**config.mk**
```make
export PLATFORM = sky130hd
export DESIGN_NAME = mitr_regs
export DESIGN_NICKNAME = d
export VERILOG_FILES = /design/src/hdl/mitr_pkg.sv /design/src/hdl/mitr_sat.sv /design/src/hdl/mitr_regs.sv
export SDC_FILE = /design/constraint.sdc
export NUM_CORES = 1
export LEC_CHECK = 0
export BUFFER_PORTS_ARGS = -buffer_cell sky130_fd_sc_hd__buf_2
export CAP_MARGIN = 10
export CORE_MARGIN = 2
export CORE_UTILIZATION = 54
export CTS_CLUSTER_DIAMETER = 150
export DETAILED_ROUTE_END_ITERATION = 12
export GPL_ROUTABILITY_DRIVEN = 1
export PLACE_DENSITY = 0.79
export SLEW_MARGIN = 20
export SYNTH_ARGS = -nofsm -noshare
export SYNTH_HDL_FRONTEND = slang
export SYNTH_HIERARCHICAL = 1
export SYNTH_SLANG_ARGS = --single-unit
```
**constraint.sdc**
```tcl
create_clock -name clk -period 2.1 [get_ports clk]
set_clock_uncertainty 0.1 [all_clocks]
set_input_delay 0.42 -clock clk [delete_from_list [all_inputs] [get_ports clk]]
set_output_delay 0.42 -clock clk [all_outputs]
set_load 0.01 [all_outputs]
```
**src/hdl/mitr_pkg.sv**
```systemverilog
package mitr_pkg;
   // ****************************************
   // Register offsets
   // ****************************************
   localparam logic [7:0] MITR_OFF_MOTION_X_LOW   = 8'h03;
   localparam logic [7:0] MITR_OFF_MOTION_Y_LOW   = 8'h04;
   localparam logic [7:0] MITR_OFF_MOTION_XY_HIGH = 8'h05;
   localparam logic [7:0] MITR_OFF_WHEEL_COUNT    = 8'h06;
   localparam logic [7:0] MITR_OFF_SURFACE_QUAL   = 8'h07;
   localparam logic [7:0] MITR_OFF_SHUTTER_HIGH   = 8'h08;
   localparam logic [7:0] MITR_OFF_SHUTTER_LOW    = 8'h09;
   localparam logic [7:0] MITR_OFF_PIXEL_PEAK     = 8'h0A;
   localparam logic [7:0] MITR_OFF_PIXEL_SUM_HIGH = 8'h0B;

   // ****************************************
   // Reset values and field limits
   // ****************************************
   localparam logic [7:0]  MITR_RST_BYTE         = 8'h00;
   localparam logic [15:0] MITR_RST_SHUTTER      = 16'h0032;
   localparam logic [7:0]  MITR_WHEEL_MAX        = 8'h7F;
   localparam logic [7:0]  MITR_WHEEL_MIN        = 8'h81;
   localparam logic [7:0]  MITR_SURFACE_QUALITY_MAX        = 8'h80;
   localparam int          MITR_DELTA_W          = 12;
   localparam int          MITR_SUM_W            = 17;
   localparam int          MITR_SUM_HI_BIT       = 15;
   localparam int          MITR_SUM_LO_BIT       = 8;
   localparam int          MITR_PIX_W            = 7;
endpackage

```
**src/hdl/mitr_sat.sv**
```systemverilog
`timescale 1ns/1ps
// ****************************************
// Signed 8-bit saturation to -127..127
// ****************************************
module mitr_sat
   import mitr_pkg::*;
(
   // Raw input
   input  wire logic [7:0] raw,
   // Limited output
   output logic      [7:0] sat
);
   // -128 is the only code out of range
   always_comb begin
      if (raw == 8'h80) begin
         sat = MITR_WHEEL_MIN;
      end else begin
         sat = raw;
      end
   end
endmodule

```
**src/hdl/mitr_regs.sv**
```systemverilog
`timescale 1ns/1ps
// Contract
// - Offset 0x03 shows low byte of last reported X delta.
// - Offset 0x04 shows low byte of last reported Y delta.
// - Offset 0x05 holds X upper nibble in 7:4, Y upper nibble 3:0.
// - Reading 0x04 or 0x05 without prior 0x03 read returns zero.
// - Deltas are twelve-bit two's complement at current resolution.
// - Wheel count at 0x06 is signed, limited to -127..127.
// - Surface feature count at 0x07 never exceeds 128.
// - Shutter open cycles as 16 bits at 0x08 high, 0x09 low.
// - Pixel peak at 0x0A with bit 7 always zero.
// - Seventeen-bit pixel sum, bits 15:8 shown at 0x0B.
// - X low byte holds delta bits 7:0, resets to zero.
// - Registers reached over USB, disabled on supply drop or bus reset.
module mitr_regs
   import mitr_pkg::*;
(
   // Clock and reset
   input  wire logic                      clk,
   input  wire logic                      rst_n,
   // USB bus reset and supply-good, from the same clock domain
   input  wire logic                      usb_bus_reset,
   input  wire logic                      supply_ok,
   // Register read port from USB request logic
   input  wire logic                      rd_en,
   input  wire logic [7:0]                rd_addr,
   output logic      [7:0]                rd_data,
   output logic                           rd_valid,
   // Motion report strobe and deltas
   input  wire logic                      report_load,
   input  wire logic [MITR_DELTA_W-1:0]   delta_x,
   input  wire logic [MITR_DELTA_W-1:0]   delta_y,
   input  wire logic [7:0]                wheel_in,
   // Frame statistics strobe and values
   input  wire logic                      frame_done,
   input  wire logic [7:0]                surface_quality_in,
   input  wire logic [15:0]               shutter_in,
   input  wire logic [MITR_PIX_W-1:0]     peak_in,
   input  wire logic [MITR_SUM_W-1:0]     sum_in
);

   // ****************************************
   // Stored values
   // ****************************************
   logic [MITR_DELTA_W-1:0] dx_r;
   logic [MITR_DELTA_W-1:0] dy_r;
   logic [7:0]              wheel_r;
   logic [7:0]              surface_quality_r;
   logic [15:0]             shut_r;
   logic [7:0]              shutter_time_low_hold_r;
   logic                    shut_held_r;
   logic [MITR_PIX_W-1:0]   peak_r;
   logic [7:0]              sum_hi_r;
   logic                    x_read_r;
   logic [7:0]              wheel_sat;
   logic                    regs_off;
   logic [7:0]              rd_data_nxt;
   logic                    hit_x_low;
   logic                    hit_shut_high;
   logic                    hit_shut_low;

   // ****************************************
   // Read hit decode
   // ****************************************
   // One place for the strobe-and-offset match behind every read side effect
   function automatic logic read_hit(
      input logic       en,
      input logic [7:0] addr,
      input logic [7:0] off
   );
      return en && (addr == off);
   endfunction

   // Side effects only on a real read strobe, never on a stray address
   assign hit_x_low     = read_hit(rd_en, rd_addr, MITR_OFF_MOTION_X_LOW);
   assign hit_shut_high = read_hit(rd_en, rd_addr, MITR_OFF_SHUTTER_HIGH);
   assign hit_shut_low  = read_hit(rd_en, rd_addr, MITR_OFF_SHUTTER_LOW);

   // ****************************************
   // Disable and wheel limit
   // ****************************************
   // Registers fall back to reset values while disabled
   // Supply drop and bus reset look alike here; both wipe the arming too
   assign regs_off = usb_bus_reset | ~supply_ok;

   mitr_sat u_sat (
      .raw (wheel_in),
      .sat (wheel_sat)
   );

   // ****************************************
   // Motion capture
   // ****************************************
   // Deltas are stored as-is; scaling is upstream
   always_ff @(posedge clk or negedge rst_n) begin
      if (!rst_n) begin
         dx_r <= '0;
         dy_r <= '0;
      end else if (regs_off) begin
         dx_r <= '0;
         dy_r <= '0;
      end else if (report_load) begin
         dx_r <= delta_x;
         dy_r <= delta_y;
      end
   end

   // Wheel count taken with the same report as the deltas
   // The limiter has already folded -128 into -127
   always_ff @(posedge clk or negedge rst_n) begin
      if (!rst_n) begin
         wheel_r <= MITR_RST_BYTE;
      end else if (regs_off) begin
         wheel_r <= MITR_RST_BYTE;
      end else if (report_load) begin
         wheel_r <= wheel_sat;
      end
   end

   // ****************************************
   // Coherent motion read arming
   // ****************************************
   // Low X read arms the Y and high reads; new report does not disarm
   // Limitation: a report landing between reads can still mix two samples
   always_ff @(posedge clk or negedge rst_n) begin
      if (!rst_n) begin
         x_read_r <= 1'b0;
      end else if (regs_off) begin
         x_read_r <= 1'b0;
      end else if (hit_x_low) begin
         x_read_r <= 1'b1;
      end
   end

   // ****************************************
   // Frame statistics capture
   // ****************************************
   // Image figures, all taken on the end-of-frame strobe
   always_ff @(posedge clk or negedge rst_n) begin
      if (!rst_n) begin
         surface_quality_r  <= MITR_RST_BYTE;
         peak_r   <= '0;
         sum_hi_r <= MITR_RST_BYTE;
      end else if (regs_off) begin
         surface_quality_r  <= MITR_RST_BYTE;
         peak_r   <= '0;
         sum_hi_r <= MITR_RST_BYTE;
      end else if (frame_done) begin
         // Clamp guards against a miscounting feature detector
         surface_quality_r  <= (surface_quality_in > MITR_SURFACE_QUALITY_MAX) ? MITR_SURFACE_QUALITY_MAX : surface_quality_in;
         peak_r   <= peak_in;
         sum_hi_r <= sum_in[MITR_SUM_HI_BIT:MITR_SUM_LO_BIT];
      end
   end

   // Shutter open time, counted in main-clock cycles upstream
   // Reset value is not zero, so the low byte reads a known figure at once
   always_ff @(posedge clk or negedge rst_n) begin
      if (!rst_n) begin
         shut_r <= MITR_RST_SHUTTER;
      end else if (regs_off) begin
         shut_r <= MITR_RST_SHUTTER;
      end else if (frame_done) begin
         shut_r <= shutter_in;
      end
   end

   // ****************************************
   // Shutter pair hold
   // ****************************************
   // High-byte read freezes the low byte so a frame between reads can't split them
   always_ff @(posedge clk or negedge rst_n) begin
      if (!rst_n) begin
         shutter_time_low_hold_r <= MITR_RST_BYTE;
         shut_held_r    <= 1'b0;
      end else if (regs_off) begin
         shutter_time_low_hold_r <= MITR_RST_BYTE;
         shut_held_r    <= 1'b0;
      end else if (hit_shut_high) begin
         shutter_time_low_hold_r <= shut_r[7:0];
         shut_held_r    <= 1'b1;
      end else if (hit_shut_low) begin
         shut_held_r    <= 1'b0;
      end
   end

   // ****************************************
   // Read decode
   // ****************************************
   // Unmapped offsets read zero
   // Y and high reads stay zero until the X low read has armed them
   always_comb begin
      rd_data_nxt = 8'h00;
      unique case (rd_addr)
         MITR_OFF_MOTION_X_LOW:   rd_data_nxt = dx_r[7:0];
         MITR_OFF_MOTION_Y_LOW:   rd_data_nxt = x_read_r ? dy_r[7:0] : 8'h00;
         MITR_OFF_MOTION_XY_HIGH: rd_data_nxt = x_read_r ?
                                  {dx_r[11:8], dy_r[11:8]} : 8'h00;
         MITR_OFF_WHEEL_COUNT:    rd_data_nxt = wheel_r;
         MITR_OFF_SURFACE_QUAL:   rd_data_nxt = surface_quality_r;
         MITR_OFF_SHUTTER_HIGH:   rd_data_nxt = shut_r[15:8];
         MITR_OFF_SHUTTER_LOW:    rd_data_nxt = shut_held_r ? shutter_time_low_hold_r
                                                            : shut_r[7:0];
         MITR_OFF_PIXEL_PEAK:     rd_data_nxt = {1'b0, peak_r};
         MITR_OFF_PIXEL_SUM_HIGH: rd_data_nxt = sum_hi_r;
         default:                 rd_data_nxt = 8'h00;
      endcase
   end

   // ****************************************
   // Read answer
   // ****************************************
   // Registered answer, one cycle after the request
   // Both outputs are flops so the port never shows decode glitches
   always_ff @(posedge clk or negedge rst_n) begin
      if (!rst_n) begin
         rd_data  <= 8'h00;
         rd_valid <= 1'b0;
      end else begin
         rd_valid <= rd_en;
         rd_data  <= (rd_en && !regs_off) ? rd_data_nxt : 8'h00;
      end
   end
endmodule

```
After elaboration in Yosys (flattened, before gate mapping) --
Cells that the tools add are included.
Word-level totals: memory bits (writable) 0, latch bits 0, memories kept 0, flip-flop bits (word level) 90, output and inout bits 9, ROM bits 0, word-level logic and storage cells 63, input port bits 95
Operators by class: equality and inequality tests 10, multipliers 0, reduce and logical (&&, ||, !) cells 10, shifts and indexed selects 0, mux-type cells 28, divide/modulo/power cells 0, order comparisons 1, bitwise gates (word level) 2, $add $sub $neg 0
Operators with widths (count):
- $mux 8 | 14
- $pmux 8 s9 | 1
- $mux 12 | 4
- $eq 8x3->1 const B | 4
- $eq 8x4->1 const B | 4
- $mux 16 | 2
- $mux 7 | 2
- $eq 8x2->1 const B | 1
- $eq 8x8->1 const B | 1
- $gt 8x8->1 const B | 1
- $reduce_bool 2->1 | 4
- $mux 1 | 5
- $logic_and 1x1->1 | 4
- $reduce_bool 3->1 | 1
- $logic_not 1->1 | 1
- $not 1->1 | 1
- $or 1x1->1 | 1

Longest topological paths before layout --
Gate-level depths: netlist of the first run.
depth after elaboration 5, depth in mapped cells 7, mapped depth without buffers 4

By module --
Netlist of the first run, hierarchy kept.
Modules (own cells, without submodules):
- mitr_regs | area an instance 4399.2 um^2, cells an instance 399, instances 1, sequential area each 2255.9 um^2
- mitr_sat | area an instance 53.8 um^2, cells an instance 10, instances 1, sequential area each 0.0 um^2

Worst setup path after synthesis of the first run --
Ideal clock, no wire load.
path kind input -> register, from input rd_addr[0], to register rd_data[2], path buffers 2, data arrival time 1.434 ns, required time 1.868 ns, library setup time 0.132 ns, setup slack 0.433 ns, stages 6, cells stage by stage buf_2 -> buf_4 -> mux2_1 -> a22o_1 -> a32oi_1 -> a21oi_1
Between the ends: word-level cells in the longest chain between the ends 3, elaborated cells between the ends (all ways) 11, classes of those cells 9 x eq/ne; 2 x mux
RTL lines:
- start: declaration | line mitr_regs.sv:26 | input wire logic [7:0] rd_addr,
- $eq 8x4->1 (tied with other cells) | line mitr_regs.sv:194 | unique case (rd_addr)
- $pmux 8 s9 * | line mitr_regs.sv:194
- $mux 8 * | line mitr_regs.sv:221 | rd_data <= (rd_en && !regs_off) ? rd_data_nxt : 8'h00;
- end signal: assignment | line mitr_regs.sv:221
- end: declaration | line mitr_regs.sv:27 | output logic [7:0] rd_data,
Every way passes the cells marked *; elsewhere a longest branch is shown, timed or not. A chain may end at the register's enable or synchronous reset.

Worst setup path in the final report of the first run --
from register shut_held_r, to register rd_data[0]
Between the ends: word-level cells in the longest chain between the ends 3
RTL lines:
- start: declaration | line mitr_regs.sv:51 | logic shut_held_r;
- start signal: assignment | line mitr_regs.sv:175 | shut_held_r <= 1'b0;
- start signal: assignment | line mitr_regs.sv:178 | shut_held_r <= 1'b0;
- start signal: assignment | line mitr_regs.sv:181 | shut_held_r <= 1'b1;
- $mux 8 | line mitr_regs.sv:202 | MITR_OFF_SHUTTER_LOW: rd_data_nxt = shut_held_r ? shutter_time_low_hold_r
- $pmux 8 s9 | line mitr_regs.sv:194
- $mux 8 | line mitr_regs.sv:221
Every way passes these cells.

==> results of run 1 <==
## sequential cells by signal, indices dropped and copies added (netlist names)
name,cells
dy_r,12
dx_r,12
shutter_time_low_hold_r,8
wheel_r,8
shut_r,16
x_read_r,1
surface_quality_r,8
rd_data,8
sum_hi_r,8
shut_held_r,1
peak_r,7
rd_valid,1
## final cells by class
class                   instances  area, sq um  share of cell area (%)
multi-input cells             282         2040                    38.7
clock buffers                  11          141                    2.68
repair buffers                109          626                    11.9
flip-flops and latches         90         2260                    42.8
clock inverters                 4         76.3                    1.45
well taps                     105          131                    2.49
## where the power goes
part | internal, mW | switching (mW) | leakage (nW) | total [mW]
registers | 1.77 | 0.0271 | 1.23 | 1.80
clock network | 0.699 | 0.598 | 0.106 | 1.30
logic | 0.180 | 0.219 | 1.31 | 0.399
## worst min-delay path by stage
stage                           endpoint  slack (ns)  cells after the start
floorplan                        dx_r[0]        0.02                      0
global placement                 dx_r[6]        0.27                      1
detailed placement  surface_quality_r[5]        0.28                      1
CTS                             rd_valid        0.15                      1
global route                    rd_valid        0.16                      1
finish                          rd_valid        0.17                      1
## through the flow
step	cells	hold WS, ns
global route	601	0.156
detailed placement	585	0.277
finish	601	0.171
global placement	585	0.275
floorplan	409	0.0244
CTS	601	0.155
## critical path, cell delays in order (launching register included)
cell and delay (ns):
dfrtp_1 0.43, mux2_1 0.33, mux4_2 0.51, nand2b_1 0.10
o21ai_1 0.06
## routing by layer
metal,wire (um),track usage (%),up-vias
li1,-,-,1604
met1,4620,34.2,1634
met2,4920,39.2,108
met3,620,4.63,13
met4,182,8.70,0
met5,0,0,-
## logic make-up after synthesis
kind of cell	synth area share, %
multiplexers	23.3
buffers and inverters	3.68
AND/OR/NAND/NOR	14.4
flip-flops	50.7
AO/OA/AOI/OAI	8.01
## layout by cell type, fill, tap and decap left out, types with 4 or more instances in the layout
| cell | netlist | layout |
|---|---|---|
| nor2_1 | 77 | 77 |
| o21ai_1 | 5 | 5 |
| buf_4 | 2 | 12 |
| nor2b_1 | 4 | 4 |
| buf_2 | 14 | 93 |
| nand2b_1 | 8 | 7 |
| mux2_1 | 5 | 5 |
| dfrtp_1 | 87 | 87 |
| clkbuf_8 | 0 | 10 |
| nand3_1 | 7 | 7 |
| mux2i_1 | 90 | 90 |
| and3_1 | 5 | 5 |
| a21oi_1 | 10 | 10 |
| nand3b_1 | 6 | 6 |
| nand2_1 | 10 | 10 |
| a22o_1 | 6 | 6 |
==> run metrics, run 1 <==
status=finished, final reports clean; nets@finish=587; count leader, synth=mux2i_1; CP Class=reg2reg; clock slew at reported path FFs=0.09 ns; R2R Setup Slk=0.45 ns; share of the synthesized area in the top cell type=48.9%; Core ar.=0.00809 sq mm; Hold Crit Start=rd_en; worst flop-to-flop path endpoint=rd_data[0]; Post-Layout Inst Area=0.00527 sq mm; Async S/R FF share, synth=100%; Inserted Clock Buffers=9; CTS tree=built; Worst Max-Slew Pin Slew=0.554 ns; drt wl/cell=17.2 um; worst-case clock buffer depth=2; Hold Path Class=in2reg; synth top area cells=dfrtp_1 (49%), mux2i_1 (20%), nor2_1 (6.5%), dfstp_2 (1.8%), clkbuf_1 (1.6%); global-route wire length before repair=16700 um; VDD IR max=389 uV; Critical Path Source=shut_held_r; Area growth syn-to-layout=18.3%; total track usage=24.7%; YS warnings=6; pre-CTS setup slack=0.177 ns; post-CTS setup buffers=0; # diodes=0; die width=94.8 um; Clock Sinks=90; DRT iter0 DRCs=175; Tcrit/Tclk final=78.5%; # setup viols final=0; final setup margin=0.451 ns; Post-synth top flop=dfrtp_1; post-route minimum period=1.65 ns; total leakage power=2.64 nW; Die Y=94.8 um; grt ovf=0; RSZ-0062 raised after global routing=no; Post-synth EDFFs=0; type of origin of the critical path=flip-flop; max-cap violations=0; Core Rows=33; Pwr Density=664 mW/mm^2; Vias/cell=5.59; IO Count=104; Resized cells post-CTS=0; die area=0.00899 sq mm; RR Startpoint=shut_held_r; final setup TNS=0 ns; syn avg cell area=10.9 sq um; Post-Route WL=10300 um; fmax=0.606 GHz; critical path required time=2.24 ns; initial antenna violation count=0; Worst-Skew Late Latency=0.36 ns; final hold vios=0; via count=3359; Root Driver=clkbuf_8; Synth Register Bits=90; HPWL Detailed=7410 um; critical path arrival=1.79 ns; fillers=645; Antenna Nets Post-Route=0; CP endpoint=rd_data[0]; sequential share of the synthesized area=50.7%; Pre-antenna DRT Iters=4; Net Count, Synth=504; Syn Inst Count=409; crit end category=flip-flop; total power=3.50 mW; max-slew violations=0; Slew HR=63.0%; port bufs=94; Post-synth top cells=mux2i_1 (90), dfrtp_1 (87), nor2_1 (77); post-synth top area cell=dfrtp_1; CTS Hold Buffers Added=1; GPL Wtd Cong=0.860; Remaining DRCs=0; Synth cell types=45; CP max FO=3; R2R cell count=4; fin util=65.1%; H-Tree Depth=3; largest net degree at the start of global routing=43; ratio of cells with drive above 1 in the final layout=27.6%; vias in the first global route=3316; Starting Density=55.0%; synthesized cell area=0.00445 sq mm; DP Area=0.00504 sq mm
No activity file was read; power rests on OpenSTA's default activity.
==> run 2: changes to the inputs <==
==> constraint.sdc (replaced) <==
create_clock -name clk -period 1.6 [get_ports clk]
set_clock_uncertainty 0.1 [all_clocks]
set_input_delay 0.32 -clock clk [delete_from_list [all_inputs] [get_ports clk]]
set_output_delay 0.32 -clock clk [all_outputs]
set_load 0.01 [all_outputs]
==> run 2 against run 1 <==
Net effect:
- the run now ends with negative setup slack left
- die area is the same
- sequential power grew 32%
- sequential share of layout area shrank 0.69 points
- non-clock buffer count increased by 14
- sequential cell count did not move
- critical endpoint unchanged
- largest cell class unchanged
==> run metrics, run 2 (same netlist as run 1, synthesis figures left out) <==
worst stage delay on the critical path=0.50 ns; Top Registers=shut_r x16, dx_r x12, dy_r x12; Critical Path Source=shut_held_r; Post-Layout Inst Area=0.00536 sq mm; Remaining DRCs=0; final hold vios=0; max-slew violations=0; crit end category=flip-flop; # setup viols final=2; Pwr Density=810 mW/mm^2; slowest CP cell=mux4_2; CP max FO=3; Die Y=94.8 um; type of origin of the critical path=flip-flop; Vias/cell=5.62; final setup margin=-0.0343 ns; Hold Path Class=in2reg; Area growth syn-to-layout=20.3%; chain of cells forming the critical path=mux2_4 > mux4_2 > nand2b_1 > o21ai_2; max-cap violations=0; Tcrit/Tclk final=102%; combinational share of power=12.8%; VDD IR max=479 uV; CTS tree=built; Slew HR=71.8%; sw frac=27.0%; Core Rows=33; HPWL Detailed=7710 um; DRT iter0 DRCs=159; grt ovf=0; Clock Sinks=90; status=finished, violations left; drt wl/cell=17.0 um; Inserted Clock Buffers=9; total leakage power=2.71 nW; IO Count=104; Internal=3.16 mW; most frequent cells in the layout=buf_2 (93), mux2i_1 (90), dfrtp_1 (86), nor2_1 (77), buf_4 (25); largest register by flop count=shut_r; ratio of cells with drive above 1 in the final layout=30.7%; GPL Wtd Cong=0.890; Starting Density=55.0%; Worst-Skew Late Latency=0.36 ns; initial antenna violation count=0; fmax=0.612 GHz; Pre-antenna DRT Iters=4; RR Startpoint=shut_held_r; worst-case clock buffer depth=2; Core ar.=0.00809 sq mm; most common cell after layout, fill and taps aside=buf_2; RSZ-0062 raised after global routing=yes; Hold Crit Start=rd_en; clock slew at reported path FFs=0.09 ns; H-Tree Depth=3; clock share of power=32.7%; Root Driver=clkbuf_8; critical path arrival=1.78 ns; via count=3459; critical path required time=1.74 ns; Worst Max-Slew Pin Slew=0.424 ns; nets@finish=601; Largest register FFs=16; Reg power frac=54.5%; Fin Hold WS=0.0578 ns; sw power=1.17 mW; post-route minimum period=1.63 ns; fin util=66.2%; die area=0.00899 sq mm; die width=94.8 um; global-route wire length before repair=16900 um; violated checks=negative setup slack; Post-Route WL=10500 um; DP Area=0.00516 sq mm; Antenna Nets Post-Route=0; port bufs=94; total track usage=24.9%; CP Class=reg2reg; vias in the first global route=3466; # diodes=0; total power=4.34 mW; largest net degree at the start of global routing=43
[run 2: final cells by class]
type / instances / area (sq um)
flip-flops and latches: 90 / 2260
clock buffers: 9 / 124
well taps: 105 / 131
fillers: 668 / 2740
multi-input cells: 282 / 2050
repair buffers: 123 / 743
clock inverters: 7 / 52.6
[run 2: power groups by stage]
| stage | clock (mW) | sequential [mW] | combinational, mW |
|---|---|---|---|
| after detailed placement | 0 | 2.41 | 0.552 |
| after global placement | 0 | 2.41 | 0.538 |
| after global routing | 1.55 | 2.37 | 0.609 |
| after floorplan | 0 | 2.40 | 0.294 |
| after CTS | 1.45 | 2.37 | 0.557 |
| final | 1.42 | 2.37 | 0.554 |
[run 2: per-layer routing]
| layer | routed length, um | GRT usage, % |
|---|---|---|
| met5 | 0 | 0 |
| met4 | 298 | 10.6 |
| met3 | 627 | 4.07 |
| met2 | 4920 | 40.7 |
| met1 | 4630 | 33.0 |
[run 2: worst paths after layout]
path / cells after the start / slack, ns / to
hold reg to reg: 2 / 0.42 / sum_hi_r[2]
setup / recovery: 4 / -0.03 / rd_data[0]
max in group asynchronous: 3 / 0.60 / shut_held_r
hold / removal: 1 / 0.06 / rd_valid
setup reg to reg: 4 / -0.03 / rd_data[0]
min in group asynchronous: 2 / 0.29 / shut_r[9]
[run 2: worst max-delay path, delay by kind of cell, from the launching register on]
kind | cells | cell delay, ns
DFF | 1 | 0.45
AOI/OAI and AO/OA | 1 | 0.06
and+or+nand+nor | 1 | 0.11
muxes | 2 | 0.80
[run 2: timing repair]
action | CTS | global route
endpoints found under the hold margin | 16 | 0
endpoints found under the setup margin | 2 | 2
hold buffers | 1 | 0
resized for setup | 0 | 4
gates cloned | 0 | 0
buffers inserted | 0 | 0
[run 2: stage by stage]
step	TNS (ns)	setup slack [ns]	instances
6_report	-0.0535	-0.0343	616
4_1_cts	-0.0322	-0.0190	616
3_5_place_dp	-1.94	-0.204	599
3_3_place_gp	-1.47	-0.171	599
2_1_floorplan	0	0.0116	409
5_1_grt	-0.143	-0.0728	616
